--- src/include/ptpfp_defs.svh ---
/*
 * Register offsets, field positions, reset values and stream constants of the PTP port frame processor.
 * Assumes byte addressing on a 32-bit APB with one aligned word per register.
 */
`ifndef PTPFP_DEFS_SVH
`define PTPFP_DEFS_SVH
`define PTPFP_OFS_CTRL 8'h00
`define PTPFP_OFS_MASK 8'h04
`define PTPFP_OFS_LAT 8'h08
`define PTPFP_OFS_FILT 8'h0C
`define PTPFP_OFS_DROP 8'h10
`define PTPFP_OFS_TS 8'h14
`define PTPFP_FLT_EN 0
`define PTPFP_MOD_EN 1
`define PTPFP_VER_EN 2
`define PTPFP_DOM_EN 3
`define PTPFP_ALT_EN 4
`define PTPFP_FCS_DIS 5
`define PTPFP_UDP_DIS 6
`define PTPFP_BAD_DIS 7
`define PTPFP_VER_LSB 8
`define PTPFP_DOM_LSB 16
`define PTPFP_CTRL_RST 32'h0000_0000
`define PTPFP_MASK_RST 16'h0000
`define PTPFP_LAT_RST 16'h0000
`define PTPFP_PREAMBLE 4'h5
`define PTPFP_SFD 4'hD
`define PTPFP_POLY 32'hEDB8_8320
`define PTPFP_CRC_INIT 32'hFFFF_FFFF
`define PTPFP_RESIDUE 32'hDEBB_20E3
`define PTPFP_CK_GOOD 16'hFFFF
`define PTPFP_FCS_NIBS 4'h8
`endif

--- src/include/ptpfp_pkg.sv ---
/*
 * Types of the PTP port frame processor: state encodings and the packed state record.
 * Assumes nothing beyond a SystemVerilog compiler.
 */
package ptpfp_pkg;
    typedef enum logic [3:0] {R_IDLE = 4'h1, R_PRE = 4'h2, R_BODY = 4'h4, R_DRAIN = 4'h8} ptpfp_rx_type;
    typedef enum logic [2:0] {T_IDLE = 3'h1, T_PRE = 3'h2, T_BODY = 3'h4} ptpfp_tx_type;
    typedef struct packed {
        ptpfp_rx_type rx_st;
        ptpfp_tx_type tx_st;
        logic [7:0][3:0] line_d;
        logic [7:0] line_b;
        logic [7:0] line_e;
        logic [3:0] fill;
        logic [31:0] icrc;
        logic [31:0] ocrc;
        logic [15:0] acc;
        logic [15:0] vsum;
        logic [15:0] orig_ck;
        logic mod;
        logic v4;
        logic v6;
        logic hit;
        logic fcs_ok;
        logic f_drop;
        logic f_filt;
        logic [3:0] out_d;
        logic out_dv;
        logic out_er;
        logic [31:0] ctrl;
        logic [15:0] mask;
        logic [15:0] lat;
        logic [31:0] filt_cnt;
        logic [31:0] drop_cnt;
        logic [31:0] ts;
        logic ts_valid;
        logic pready;
        logic pslverr;
        logic [31:0] prdata;
    } ptpfp_state_type;
endpackage : ptpfp_pkg

--- src/design/ptpfp_top.sv ---
/*
 * PTP port frame processor: receive nibble fix-up and filtering, transmit SFD timestamp, APB registers.
 * Assumes an upstream parser that flags PTP fields on the receive nibble stream, aligned with RXD.
 */
`include "ptpfp_defs.svh"
`timescale 1ns/1ps
`default_nettype none
module ptpfp_top (
    input wire logic CLK,
    input wire logic NRST,
    input wire logic PSEL,
    input wire logic PENABLE,
    input wire logic PWRITE,
    input wire logic [7:0] PADDR,
    input wire logic [31:0] PWDATA,
    output logic [31:0] PRDATA,
    output logic PREADY,
    output logic PSLVERR,
    input wire logic RX_DV,
    input wire logic [3:0] RXD,
    input wire logic RX_ER,
    input wire logic PTP_QUAL,
    input wire logic IS_V4,
    input wire logic IS_V6,
    input wire logic MOD_FRAME,
    input wire logic MOD_VALID,
    input wire logic [3:0] MOD_NIB,
    input wire logic CK_COVER,
    input wire logic CK_FIELD,
    input wire logic COMP_FIELD,
    input wire logic [1:0] NIB_IDX,
    input wire logic HDR_VALID,
    input wire logic [3:0] PTP_MSG_TYPE,
    input wire logic [3:0] PTP_VERSION,
    input wire logic [7:0] PTP_DOMAIN,
    input wire logic PTP_ALT_MASTER,
    output logic RXO_DV,
    output logic [3:0] RXO_D,
    output logic RXO_ER,
    input wire logic TX_EN,
    input wire logic [3:0] TXD,
    input wire logic [31:0] TOD,
    output logic [31:0] EGRESS_TS,
    output logic EGRESS_VALID
);
    localparam ptpfp_pkg::ptpfp_state_type S_RST = '{rx_st: ptpfp_pkg::R_IDLE, tx_st: ptpfp_pkg::T_IDLE,
        icrc: `PTPFP_CRC_INIT, ocrc: `PTPFP_CRC_INIT, ctrl: `PTPFP_CTRL_RST, mask: `PTPFP_MASK_RST,
        lat: `PTPFP_LAT_RST, default: '0};

    ptpfp_pkg::ptpfp_state_type s;
    ptpfp_pkg::ptpfp_state_type next_s;

    ////////////////////////////////////////////////////////////////////////////////
    // End-around carry add used by checksum verification and compensation.
    function automatic logic [15:0] oc_add(input logic [15:0] a, input logic [15:0] b);
        logic [16:0] t;
        t = {1'b0, a} + {1'b0, b};
        return t[15:0] + {15'h0000, t[16]};
    endfunction : oc_add

    // Places a nibble in its 16-bit word; low nibble of the high byte arrives first.
    function automatic logic [15:0] place(input logic [3:0] v, input logic [1:0] idx);
        case (idx)
            2'h0: place = {4'h0, v, 8'h00};
            2'h1: place = {v, 12'h000};
            2'h2: place = {12'h000, v};
            default: place = {8'h00, v, 4'h0};
        endcase
    endfunction : place

    // Advances the reflected Ethernet CRC by one nibble, lowest bit first.
    function automatic logic [31:0] crc4(input logic [31:0] c, input logic [3:0] v);
        logic [31:0] r;
        r = c;
        for (int i = 0; i < 4; i++) begin
            r = (r >> 1) ^ ((r[0] ^ v[i]) ? `PTPFP_POLY : 32'h0000_0000);
        end
        return r;
    endfunction : crc4

    ////////////////////////////////////////////////////////////////////////////////
    // Next-state logic of bus slave, receive pipeline and transmit snapshot.
    always_comb begin
        logic [31:0] rd;
        logic ok;
        logic push;
        logic emit;
        logic modon;
        logic [3:0] nib;
        logic [15:0] w;
        logic fcs_pass;
        logic ck_pass;
        logic ck_ok;
        rd = 32'h0000_0000;
        ok = 1'b1;
        push = RX_DV && (s.rx_st != ptpfp_pkg::R_DRAIN);
        emit = 1'b0;
        modon = PTP_QUAL && s.ctrl[`PTPFP_MOD_EN] && MOD_FRAME;
        nib = RXD;
        w = 16'h0000;
        fcs_pass = 1'b0;
        ck_pass = 1'b0;
        ck_ok = 1'b0;
        next_s = s;
        next_s.pready = 1'b0;
        next_s.pslverr = 1'b0;
        next_s.ts_valid = 1'b0;
        next_s.out_dv = 1'b0;
        next_s.out_er = 1'b0;

        // Register read decode; unmapped offsets answer with an error and zero data.
        case (PADDR)
            `PTPFP_OFS_CTRL: rd = s.ctrl;
            `PTPFP_OFS_MASK: rd = {16'h0000, s.mask};
            `PTPFP_OFS_LAT: rd = {16'h0000, s.lat};
            `PTPFP_OFS_FILT: rd = s.filt_cnt;
            `PTPFP_OFS_DROP: rd = s.drop_cnt;
            `PTPFP_OFS_TS: rd = s.ts;
            default: ok = 1'b0;
        endcase
        if (PSEL && PENABLE && !s.pready) begin
            next_s.pready = 1'b1;
            next_s.pslverr = !ok;
            next_s.prdata = ok ? rd : 32'h0000_0000;
        end
        // Writes land at the completing edge only.
        if (PSEL && PENABLE && s.pready && PWRITE) begin
            case (PADDR)
                `PTPFP_OFS_CTRL: next_s.ctrl = {8'h00, PWDATA[23:16], 4'h0, PWDATA[11:0]};
                `PTPFP_OFS_MASK: next_s.mask = PWDATA[15:0];
                `PTPFP_OFS_LAT: next_s.lat = PWDATA[15:0];
                default: next_s.lat = s.lat;
            endcase
        end

        // Receive framing: start of frame clears per-frame state except fcs_ok, f_drop and f_filt, which are set at body end.
        case (s.rx_st)
            ptpfp_pkg::R_IDLE: begin
                if (RX_DV) begin
                    next_s.icrc = `PTPFP_CRC_INIT;
                    next_s.ocrc = `PTPFP_CRC_INIT;
                    next_s.acc = 16'h0000;
                    next_s.vsum = 16'h0000;
                    next_s.orig_ck = 16'h0000;
                    next_s.mod = 1'b0;
                    next_s.v4 = 1'b0;
                    next_s.v6 = 1'b0;
                    next_s.hit = 1'b0;
                    next_s.fill = 4'h0;
                    next_s.rx_st = (RXD == `PTPFP_SFD) ? ptpfp_pkg::R_BODY : ptpfp_pkg::R_PRE;
                end
            end
            ptpfp_pkg::R_PRE: begin
                if (!RX_DV) begin
                    next_s.rx_st = ptpfp_pkg::R_DRAIN;
                end else if (RXD == `PTPFP_SFD) begin
                    next_s.rx_st = ptpfp_pkg::R_BODY;
                end
            end
            ptpfp_pkg::R_BODY: begin
                if (!RX_DV) begin
                    next_s.rx_st = ptpfp_pkg::R_DRAIN;
                    next_s.fcs_ok = s.icrc == `PTPFP_RESIDUE;
                    fcs_pass = s.ctrl[`PTPFP_FCS_DIS] || (s.icrc == `PTPFP_RESIDUE);
                    ck_ok = (s.vsum == `PTPFP_CK_GOOD) && (s.v4 ? 1'b1 : (s.orig_ck != 16'h0000));
                    ck_ok = ck_ok || (s.v4 && (s.orig_ck == 16'h0000));
                    ck_pass = s.ctrl[`PTPFP_UDP_DIS] || !(s.v4 || s.v6) || ck_ok;
                    next_s.f_drop = s.mod && !ck_pass && !s.ctrl[`PTPFP_BAD_DIS];
                    next_s.f_filt = s.hit && fcs_pass && ck_pass;
                end
            end
            ptpfp_pkg::R_DRAIN: begin
                if (s.fill <= 4'h1) begin
                    next_s.rx_st = ptpfp_pkg::R_IDLE;
                end
            end
            default: next_s.rx_st = ptpfp_pkg::R_IDLE;
        endcase

        // Per-nibble work on the frame body.
        if (push && (s.rx_st == ptpfp_pkg::R_BODY)) begin
            next_s.icrc = crc4(s.icrc, RXD);
            next_s.mod = s.mod || modon;
            next_s.v4 = s.v4 || (PTP_QUAL && IS_V4);
            next_s.v6 = s.v6 || (PTP_QUAL && IS_V6);
            if (CK_COVER) begin
                next_s.vsum = oc_add(s.vsum, place(RXD, NIB_IDX));
            end
            if (CK_FIELD) begin
                next_s.orig_ck = s.orig_ck | place(RXD, NIB_IDX);
                if (modon && IS_V4) begin
                    nib = 4'h0;
                end
            end
            if (modon && MOD_VALID) begin
                next_s.acc = oc_add(oc_add(s.acc, place(RXD, NIB_IDX)), ~place(MOD_NIB, NIB_IDX));
                nib = MOD_NIB;
            end
            if (HDR_VALID && PTP_QUAL && s.ctrl[`PTPFP_FLT_EN]) begin
                next_s.hit = s.hit || s.mask[PTP_MSG_TYPE]
                    || (s.ctrl[`PTPFP_VER_EN] && (s.ctrl[11:8] != 4'h0) && (PTP_VERSION != s.ctrl[11:8]))
                    || (s.ctrl[`PTPFP_DOM_EN] && (PTP_DOMAIN != s.ctrl[23:16]))
                    || (s.ctrl[`PTPFP_ALT_EN] && PTP_ALT_MASTER);
            end
        end

        // Delay line of eight nibbles keeps the FCS behind the frame end.
        if (push) begin
            next_s.line_d = {s.line_d[6:0], nib};
            next_s.line_b = {s.line_b[6:0], s.rx_st == ptpfp_pkg::R_BODY};
            next_s.line_e = {s.line_e[6:0], RX_ER};
            if (s.fill == `PTPFP_FCS_NIBS) begin
                emit = 1'b1;
            end else begin
                next_s.fill = s.fill + 4'h1;
            end
            // compensation word completes at its last nibble.
            if ((s.rx_st == ptpfp_pkg::R_BODY) && modon && IS_V6 && COMP_FIELD && (NIB_IDX == 2'h3)) begin
                w = oc_add(place(s.line_d[2], 2'h0) | place(s.line_d[1], 2'h1) | place(s.line_d[0], 2'h2)
                    | place(RXD, 2'h3), s.acc);
                next_s.line_d[3] = w[11:8];
                next_s.line_d[2] = w[15:12];
                next_s.line_d[1] = w[3:0];
                next_s.line_d[0] = w[7:4];
            end
        end
        if (emit) begin
            next_s.out_dv = 1'b1;
            next_s.out_d = s.line_d[7];
            next_s.out_er = s.line_e[7];
            if (s.line_b[7]) begin
                next_s.ocrc = crc4(s.ocrc, s.line_d[7]);
            end
        end
        if ((s.rx_st == ptpfp_pkg::R_DRAIN) && (s.fill != 4'h0)) begin
            next_s.line_d = {s.line_d[6:0], 4'h0};
            next_s.line_b = {s.line_b[6:0], 1'b0};
            next_s.line_e = {s.line_e[6:0], 1'b0};
            next_s.fill = s.fill - 4'h1;
            next_s.out_dv = 1'b1;
            // FCS recomputed only for modified frames.
            next_s.out_d = !s.mod ? s.line_d[7] : (s.fcs_ok ? ~s.ocrc[3:0] : s.ocrc[3:0]);
            next_s.ocrc = s.ocrc >> 4;
            // forced error on the last nibble, with counting.
            next_s.out_er = s.line_e[7] || ((s.fill == 4'h1) && (s.f_drop || s.f_filt));
            if (s.fill == 4'h1) begin
                next_s.filt_cnt = s.filt_cnt + {31'h0000_0000, s.f_filt};
                next_s.drop_cnt = s.drop_cnt + {31'h0000_0000, s.f_drop};
            end
        end

        // Transmit SFD watch and egress stamp.
        case (s.tx_st)
            ptpfp_pkg::T_IDLE: begin
                if (TX_EN && (TXD == `PTPFP_PREAMBLE)) begin
                    next_s.tx_st = ptpfp_pkg::T_PRE;
                end
            end
            ptpfp_pkg::T_PRE: begin
                if (!TX_EN) begin
                    next_s.tx_st = ptpfp_pkg::T_IDLE;
                end else if (TXD == `PTPFP_SFD) begin
                    next_s.ts = TOD + {16'h0000, s.lat};
                    next_s.ts_valid = 1'b1;
                    next_s.tx_st = ptpfp_pkg::T_BODY;
                end
            end
            ptpfp_pkg::T_BODY: begin
                if (!TX_EN) begin
                    next_s.tx_st = ptpfp_pkg::T_IDLE;
                end
            end
            default: next_s.tx_st = ptpfp_pkg::T_IDLE;
        endcase
    end

    // State register.
    always_ff @(posedge CLK or negedge NRST) begin
        if (!NRST) begin
            s <= S_RST;
        end else begin
            s <= next_s;
        end
    end

    // Outputs taken straight from the state register.
    assign PRDATA = s.prdata;
    assign PREADY = s.pready;
    assign PSLVERR = s.pslverr;
    assign RXO_DV = s.out_dv;
    assign RXO_D = s.out_d;
    assign RXO_ER = s.out_er;
    assign EGRESS_TS = s.ts;
    assign EGRESS_VALID = s.ts_valid;

    ////////////////////////////////////////////////////////////////////////////////
    // Checks on the block's own behaviour.
    a_apb_wait_one: assert property (@(posedge CLK) disable iff (!NRST)
        PSEL && PENABLE && !PREADY |=> PREADY)
        else $error("APB answer not given after one wait state.");

    a_sfd_stamp_value: assert property (@(posedge CLK) disable iff (!NRST)
        (s.tx_st == ptpfp_pkg::T_PRE) && TX_EN && (TXD == `PTPFP_SFD)
        |=> EGRESS_VALID && (EGRESS_TS == $past(TOD) + {16'h0000, $past(s.lat)}))
        else $error("Egress stamp wrong at SFD.");

    a_filt_count_step: assert property (@(posedge CLK) disable iff (!NRST)
        (s.rx_st == ptpfp_pkg::R_DRAIN) && (s.fill == 4'h1) && s.f_filt
        |=> RXO_ER && (s.filt_cnt == $past(s.filt_cnt) + 32'h0000_0001))
        else $error("Filtered frame not marked or counted.");

    a_drop_count_step: assert property (@(posedge CLK) disable iff (!NRST)
        (s.rx_st == ptpfp_pkg::R_DRAIN) && (s.fill == 4'h1) && s.f_drop
        |=> RXO_ER && (s.drop_cnt == $past(s.drop_cnt) + 32'h0000_0001))
        else $error("Checksum drop not marked or counted.");

    a_er_same_place: assert property (@(posedge CLK) disable iff (!NRST)
        ((RX_DV && (s.rx_st != ptpfp_pkg::R_DRAIN) && (s.fill == 4'h8))
        || ((s.rx_st == ptpfp_pkg::R_DRAIN) && (s.fill != 4'h0))) && s.line_e[7]
        |=> RXO_DV && RXO_ER)
        else $error("Symbol error lost on its nibble.");

    a_fcs_untouched: assert property (@(posedge CLK) disable iff (!NRST)
        (s.rx_st == ptpfp_pkg::R_DRAIN) && (s.fill != 4'h0) && !s.mod
        |=> RXO_DV && (RXO_D == $past(s.line_d[7])))
        else $error("FCS altered on an unmodified frame.");

    a_fcs_bad_kept: assert property (@(posedge CLK) disable iff (!NRST)
        (s.rx_st == ptpfp_pkg::R_DRAIN) && (s.fill != 4'h0) && s.mod && !s.fcs_ok
        |=> RXO_D == $past(s.ocrc[3:0]))
        else $error("Bad original FCS not carried to output.");

    a_v4_ck_zero: assert property (@(posedge CLK) disable iff (!NRST)
        RX_DV && (s.rx_st == ptpfp_pkg::R_BODY) && PTP_QUAL && MOD_FRAME && IS_V4 && CK_FIELD
        && !MOD_VALID && s.ctrl[`PTPFP_MOD_EN] |=> s.line_d[0] == 4'h0)
        else $error("IPv4 checksum nibble not cleared.");
endmodule : ptpfp_top
`default_nettype wire

--- config.mk ---
export PLATFORM = sky130hd
export DESIGN_NAME = ptpfp_top
export DESIGN_NICKNAME = d
export VERILOG_FILES = /design/src/include/ptpfp_pkg.sv /design/src/design/ptpfp_top.sv
export VERILOG_INCLUDE_DIRS = /design/src /design/src/include
export SDC_FILE = /design/constraint.sdc
export NUM_CORES = 1
export LEC_CHECK = 0
export BUFFER_PORTS_ARGS = -buffer_cell sky130_fd_sc_hd__buf_2
export CAP_MARGIN = 20
export CORE_MARGIN = 4
export CORE_UTILIZATION = 50
export DETAILED_ROUTE_END_ITERATION = 7
export GPL_ROUTABILITY_DRIVEN = 0
export PLACE_DENSITY = 0.74
export RECOVER_POWER = 25
export SYNTH_ARGS = -nofsm -noshare
export SYNTH_HDL_FRONTEND = slang
export SYNTH_SLANG_ARGS = --single-unit
export TNS_END_PERCENT = 30
--- constraint.sdc ---
create_clock -name CLK -period 12.8 [get_ports CLK]
set_input_delay 3.2 -clock CLK [delete_from_list [all_inputs] [get_ports CLK]]
set_output_delay 3.2 -clock CLK [all_outputs]
set_load 0.02 [all_outputs]
Yosys cells after proc, flatten, opt, wreduce, memory -nomap -nowiden
Cells that the tools add are included.
W data, S select, Z words.
{"block": "classes", "n_eq_ne": 32, "n_bitwise": 23, "n_reduce_logical": 70, "mux": 73, "magnitude_cmp": 2, "addsub": 13}
{"op": "$mux W32", "n": 13}
{"op": "$mux W16", "n": 20}
{"op": "$xor A31 B32 Y32", "n": 8}
{"op": "$mux W120", "n": 2}
{"op": "$pmux W32 S6", "n": 1}
{"op": "$mux W52", "n": 3}
{"op": "$pmux W16 S3", "n": 2}
{"op": "$add A16 B16 Y17", "n": 4}
{"op": "$add A16 B1 Y16", "n": 4}
{"op": "$add A32 B1 Y32", "n": 2}
{"op": "$or A16 B16 Y16", "n": 4}
{"op": "$mux W4", "n": 12}
{"op": "$mux W34", "n": 1}
{"op": "$add A32 B16 Y32", "n": 1}
{"op": "$eq A32 B32 Y1 const B", "n": 1}
{"op": "$logic_and A1 B1 Y1", "n": 31}
{"op": "$eq A16 B16 Y1 const B", "n": 1}
{"op": "$eq A4 B4 Y1 const B", "n": 4}
{"op": "$eq A8 B4 Y1 const B", "n": 2}
{"op": "$eq A8 B5 Y1 const B", "n": 2}
{"op": "$logic_not A16 Y1", "n": 1}
{"op": "$not A16 Y16", "n": 1}
{"op": "$pmux W4 S4", "n": 1}
{"op": "$reduce_bool A16 Y1", "n": 1}
{"op": "36 further kinds", "n": 91}
{"block": "totals", "word_cells": 251, "out_inout_bits": 73, "register_bits": 367, "input_bits": 120}

Depth between registers and ports, before layout
Gate-level depths: netlist (run 1).
{"block": "depth", "ltp_word": 16, "depth_mapped": 36, "ltp_nobuf": 34}

Worst setup path after synthesis (run 1)
Ideal clock, no wire load.
{"block": "synth_path", "kind": "input-to-reg", "start": "in NIB_IDX[1]", "end": "reg s[252] in the netlist's numbering", "n_path_buf": 1, "setup_slack_ns": 3.586, "arrival_ns": 9.080, "setup_ns": 0.134, "cell_stages": 34, "required_ns": 12.666, "cell_sequence": "clkbuf_1 -> nor2b_1 -> and2_1 -> ha_1 -> fa_1 -> a21o_1 -> a21oi_1 -> o21ai_0 -> a31o_2 -> a21o_1 -> a21oi_1 -> nor2b_1 -> o21ai_0 -> nand2b_1 -> ha_1 -> ha_1 -> nand3_1 -> xnor2_1 -> ha_1 -> a21o_1 -> a2111oi_0 -> a21oi_1 -> a211o_1 -> and3_1 -> o21ai_0 -> nand2b_1 -> ha_1 -> ha_1 -> nand2_1 -> nor2_1 -> and4_1 -> and3_1 -> xnor2_1 -> o21ai_0"}
{"item": "start: declaration", "line": "ptpfp_top.sv:31", "source": "input wire logic [1:0] NIB_IDX,"}
{"item": "end signal: assignment", "line": "ptpfp_top.sv:282", "source": "s <= next_s;"}
{"item": "end: declaration", "line": "ptpfp_top.sv:50", "source": "ptpfp_pkg::ptpfp_state_type s;"}

==> results of run 1 <==
[cell families (layout without fill, tap and decap cells)]
group                    after synthesis  after routing  share of synthesized area
XOR/XNOR                             240            240                     0.0944
multiplexers                         135            135                     0.0681
flip-flops                           367            367                      0.413
buffers and inverters                198            321                     0.0455
AO/OA/AOI/OAI                        549            549                      0.152
adder cells (fa/ha/maj)              100            100                     0.0575
other                                  0              5                          0
AND/OR/NAND/NOR                      779            779                      0.169
[worst register-to-register path, delay by kind of cell, from the launching register on]
family | cells | cell delay [ns]
flops | 1 | 0.47
compound gates | 12 | 2.50
simple gates | 9 | 1.67
fa+ha+maj | 7 | 2.20
xor+xnor | 1 | 0.11
buf+inv | 1 | 0.07
[area by class of cell]
cell class,instances,share of cell area
Multi-Input combinational cell,1803,0.490
Tap cell,592,0.0300
Clock buffer,61,0.0491
Clock inverter,15,0.00506
Antenna cell,5,0.000506
Inverter,46,0.00699
Sequential cell,367,0.375
Timing Repair Buffer,199,0.0433
[layout by cell type (no fill, tap or decap), types with 37 or more instances in the layout]
master                      count
sky130_fd_sc_hd__mux2_2       100
sky130_fd_sc_hd__a21oi_1      146
sky130_fd_sc_hd__xnor2_1      157
sky130_fd_sc_hd__dfrtp_1      301
sky130_fd_sc_hd__nand3_1      113
sky130_fd_sc_hd__inv_1         45
sky130_fd_sc_hd__a21o_1        37
sky130_fd_sc_hd__buf_2        181
sky130_fd_sc_hd__nor2_1       173
sky130_fd_sc_hd__ha_1          95
sky130_fd_sc_hd__o21ai_0      181
sky130_fd_sc_hd__clkbuf_16     42
sky130_fd_sc_hd__nand2_1      248
sky130_fd_sc_hd__dfstp_2       66
sky130_fd_sc_hd__xor2_1        82
[power breakdown]
group / total [mW] / leakage [nW] / internal, mW / switching (mW)
logic: 0.800 / 5.74 / 0.329 / 0.471
registers: 1.46 / 4.83 / 1.34 / 0.122
clock network: 1.18 / 0.666 / 0.681 / 0.500
[flip-flops by register name (all words and copies together), names as in the netlist]
register      flops
RXO_ER            1
PREADY            1
EGRESS_TS        32
s               294
RXO_DV            1
PRDATA           32
PSLVERR           1
EGRESS_VALID      1
RXO_D             4
[per-stage QoR]
step                std cells  hold WS [ns]  power [mW]  worst slack, ns
detailed placement       3005         0.460        2.27             2.59
CTS                      3081         0.475        3.46             3.14
global placement         3005         0.457        2.23             2.75
finish                   3088         0.476        3.44             2.97
floorplan                2368         0.441        2.06             3.59
global route             3087         0.491        3.62             2.27
[path summary, 6_finish.rpt]
check                      cells past startpoint  slack (ns)       start      end
max reg2reg                                   30        5.71      s[240]   s[254]
min in group asynchronous                      1        5.06        NRST    s[95]
min                                            1        0.48       s[98]    s[98]
max in group asynchronous                      2        3.49        NRST  PSLVERR
min reg2reg                                    1        0.48       s[98]    s[98]
max                                           30        2.97  NIB_IDX[1]   s[254]
[routing by layer]
layer / routed length, um / vias up / global-route usage
li1: - / 8624 / -
met1: 25400 / 9025 / 0.330
met2: 28300 / 712 / 0.396
met3: 4630 / 148 / 0.0451
met4: 2160 / 4 / 0.0921
met5: 26 / - / 0
==> metrics.txt, run 1 <==
Worst Tran Pin Value=~6.6 ns; detailed-route wire length=60.5 mm; growth of design area from synthesis to finish=10.3%; count of flip-flops with a built-in enable after synthesis=0; FP Rows=77; top cells by area in the synthesized netlist=sky130_fd_sc_hd__dfrtp_1, sky130_fd_sc_hd__dfstp_2, sky130_fd_sc_hd__xnor2_1; RSZ-0062 raised after global routing=no; Yosys warnings=0; multi-input combinational cell area=roughly 12000 um^2; # resized after CTS=0; net count after synthesis=between 2000 and 3000; H-tree depth=2; placement-stage cell area=roughly 23000 um^2; clock transition time at the flip-flop clock pins of the worst setup and hold paths=~0.06 ns; TritonCTS clock tree=built; ratio of total power to cell area=between 100 and 150 nW/um^2; final critical-path share of the clock period=0.768; highest net fanout along the worst path=12; count of endpoints failing setup in the final report=0; data required time of the worst path=between 10 and 15 ns; count of nets after finishing=2678; area of the die=48300 um^2; sink count of the clock tree=367; Clock Latency Late Sink=0.58 ns; Vias/cell=approximately 6; number of global-route vias before repair=around 18000; drc violations=0; result of the run=finished, violations left; fraction of synthesized cell area taken by the top area cell type=0.336; maximum frequency from static timing analysis=0.102 GHz; Final TNS setup=0 ns; FF/Latch Area=around 9300 um^2; worst-case headroom to the max-slew limit=-3.37; Final Slew Violations=about 270; antenna-violating nets left=0; port buffer count=~180; number of clock buffers inserted by TritonCTS=slightly above 40; Synth Cell Area=roughly 22000 um^2; I/O pin count=between 150 and 200; maximum resistive drop on vdd=roughly 0.091 mV; number of maximum-capacitance violations=4; cell count after synthesis=roughly 2400; most used standard cell by instance count after synthesis=sky130_fd_sc_hd__dfrtp_1; global-route usage over all layers=0.245; Min Clock Period, post-route=about 10 ns; floorplan die height=between 200 and 250 um; post-layout util=0.559; area of the core region=between 40000 and 50000 um^2; Fin Clk Skew=about 0.027 ns; first-pass GRT wire length=95.4 mm; kind of end point of the critical path=flop; synthesis-stage register bit count=approximately 370; syn avg cell area=between 9 and 10 um^2; average routed wire per standard cell=slightly below 20 um; DP HPWL=44.1 mm; Leak=around 11 nW; number of buffers inserted by hold repair at cts=0; crit path DAT=10.28 ns; Hold Crit Class=flop to flop; Final Hold Viols=0; count of buffering cells on the critical path with inverters included=1; crit path max-delay cell type=sky130_fd_sc_hd__a2111oi_0; count of vias placed by the detailed router=around 19000; summed area of non-filler cells in the final layout=24700 um^2; Initial Utilization=0.507; violations in the final reports=capacitance limit, slew limit; setup fix buffers added after clock tree synthesis=0; buffer levels on the longest clock path=3; start-to-end type of the worst setup path=input pin to flop; number of DRC markers after the initial detailed-route iteration=between 1500 and 2000; critical path startpoint category=input pin; fraction of final layout cells with drive strength greater than 1=0.182; Synth async-reset ratio=1.00; initial antenna violation count=6; Die Width=between 200 and 250 um; fraction of the yosys area taken by sequential cells=0.413; commonest cells in the synthesized netlist=sky130_fd_sc_hd__dfrtp_1, sky130_fd_sc_hd__nand2_1, sky130_fd_sc_hd__o21ai_0; buffer cell driving the clock tree root=sky130_fd_sc_hd__clkbuf_16; pin count of the biggest net entering global routing=approximately 170; area leader, netlist=sky130_fd_sc_hd__dfrtp_1; Crit path max-delay family=compound AO/OA/AOI/OAI gates; peak per-stage delay on the critical path=about 0.79 ns; router iterations before antenna repair=6; overflow left after global routing=0; Filler Cell Count=between 3000 and 4000; Distinct cells, synth=85; most instantiated flip-flop cell in the synthesis netlist=sky130_fd_sc_hd__dfrtp_1
(Power assumes the default switching activity.)
==> run 2: changes to the inputs <==
Clock period 12.8 ns to 9.9 ns, I/O delays scaled along.
==> run 2 against run 1 <==
- the flow still finishes with violations (capacitance limit, slew limit)
- clock power is 27% higher
- non-clock buffer count stayed put
- power is 29% higher
- die area stayed put
- count of clock-buffer cells in the layout is 1 lower
- flip-flop and latch count stayed put
- critical path type unchanged
- critical endpoint unchanged
- highest routed layer unchanged
==> metrics.txt, run 2 (synthesis gave the netlist of run 1 again) <==
count of endpoints failing setup in the final report=0 (unchanged); RSZ-0062 raised after global routing=no; max reg flops=294 (unchanged); I/O pin count=193 (unchanged); critical path startpoint category=input pin; number of clock buffers inserted by TritonCTS=41 (unchanged); number of maximum-capacitance violations=3 (-1); Initial Utilization=0.507 (unchanged); Vias/cell=5.92 (-1.3%); data required time of the worst path=10.36 ns (-2.89 ns); endpoint of the worst-slack reg-to-reg timing path=s[254]; router iterations before antenna repair=5 (-1); sink count of the clock tree=367 (unchanged); number of DRC markers after the initial detailed-route iteration=1624 (-3.4%); Worst Tran Pin Value=6.48 ns (-0.0785 ns); most used cells in the layout excluding fill and tap cells=sky130_fd_sc_hd__dfrtp_1, sky130_fd_sc_hd__nand2_1, sky130_fd_sc_hd__o21ai_0, sky130_fd_sc_hd__buf_2, sky130_fd_sc_hd__nor2_1; Leak=11.2 nW (-0.35%); ratio of total power to cell area=179 nW/um^2 (+29%); buffer levels on the longest clock path=3 (unchanged); reg-to-reg setup timing slack=2.85 ns (-2.86 ns); Clock Latency Late Sink=0.58 ns (about the same); count of nets after finishing=2678 (unchanged); fraction of final layout cells with drive strength greater than 1=0.179 (-0.00292); critical register-to-register path startpoint=s[240]; Final Slew Violations=237 (-11%); number of buffers inserted by hold repair at cts=0 (unchanged); detailed-route wire length=59.4 mm (-1.9%); clock transition time at the flip-flop clock pins of the worst setup and hold paths=0.06 ns (about the same); crit path DAT=9.52 ns (-0.76 ns); worst-case headroom to the max-slew limit=-3.32 (+0.0523); area of the die=48300 um^2 (unchanged); Min Clock Period, post-route=~9 ns; most frequent standard cell in the layout excluding fill and tap cells=sky130_fd_sc_hd__dfrtp_1; Hold Crit Class=flop to flop; growth of design area from synthesis to finish=10.2% (about the same); Final TNS setup=0 ns (unchanged); maximum frequency from static timing analysis=0.110 GHz; port buffer count=184 (unchanged); buffer cell driving the clock tree root=sky130_fd_sc_hd__clkbuf_16; dpl cells=3005 (unchanged); crit path max-delay cell type=sky130_fd_sc_hd__a2111oi_0; DP HPWL=43.5 mm (-1.4%); final critical-path share of the clock period=0.915; overflow left after global routing=0 (unchanged); H-tree depth=2 (unchanged); first-pass GRT wire length=93.3 mm (-2.1%); pin count of the biggest net entering global routing=162 (-6.4%); average routed wire per standard cell=19.2 um (-1.8%); worst hold path cell count=1 (unchanged); FP Rows=77 (unchanged); Final Power=4.43 mW (+29%); initial antenna violation count=9 (+3); start-to-end type of the worst setup path=input pin to flop; area of the core region=44200 um^2 (unchanged); floorplan die height=220 um (unchanged); count of vias placed by the detailed router=18300 (-1.4%); launching instance or port of the critical path=NIB_IDX[1]; number of global-route vias before repair=17700 (-1.9%); antenna-violating nets left=0 (unchanged); kind of end point of the critical path=flop; TritonCTS clock tree=built; violations in the final reports=capacitance limit, slew limit; final std cells w/o fill=3086 (-0.065%); Die Width=220 um (unchanged); Fin Clk Skew=0.0237 ns (-0.00283 ns); setup fix buffers added after clock tree synthesis=0 (unchanged); startpoint of the lowest-slack hold path=s[98]; # resized after CTS=0 (unchanged); global-route usage over all layers=0.240 (-0.00510); Final Hold Viols=0 (unchanged); maximum resistive drop on vdd=0.115 mV (+27%); highest net fanout along the worst path=12 (unchanged); cells on worst reg2reg path=30 (unchanged); drc violations=0 (unchanged); result of the run=finished, violations left; peak per-stage delay on the critical path=0.77 ns (-0.02 ns); worst hold margin=0.465 ns (-0.0108 ns); Top reg by flops=s; Endpoint, Worst Hold=s[98]
-- run 2: worst max path at each step --
stage          slack (ns)      to
5_1_grt              0.39  s[255]
6_report             0.85  s[254]
3_3_place_gp         0.60  s[254]
3_5_place_dp         0.46  s[254]
2_1_floorplan        1.41  s[252]
4_1_cts              1.02  s[254]
-- run 2: final cells by class --
type | instances | area [um^2]
fill | 3818 | 19500
multi-input combinational | 1803 | 12100
sequential | 367 | 9270
clock buffer | 60 | 1150
timing repair buffer | 199 | 1070
tap | 592 | 741
inverter | 46 | 173
clock inverter | 12 | 171
antenna | 7 | 17.5
-- run 2: through the flow --
step                       util  cell area, um^2  worst slack, ns
final                     0.558            24700            0.845
after global routing      0.558            24700            0.391
after CTS                 0.558            24700             1.02
after detailed placement  0.529            23400            0.464
after global placement    0.529            23400            0.597
after floorplan               -            22400             1.41
-- run 2: where the power goes --
group	internal (mW)	switching, mW	total, mW
Combinational	0.425	0.604	1.03
Clock	0.865	0.638	1.50
Sequential	1.74	0.160	1.90
-- run 2: routing by layer --
metal	vias up	track usage	wire length, um
met1	8910	0.323	25500
met3	106	0.0434	4200
met4	2	0.0860	1820
met5	-	0	7
met2	635	0.391	27800
li1	8609	-	-
-- run 2: critical path, delay by kind of cell --
family | cells | cell delay [ns]
AOI/OAI and AO/OA | 13 | 3.32
and+or+nand+nor | 9 | 1.98
buffers and inverters | 1 | 0.22
adders and majority gates | 5 | 1.21
xor gates and xnor gates | 2 | 0.32
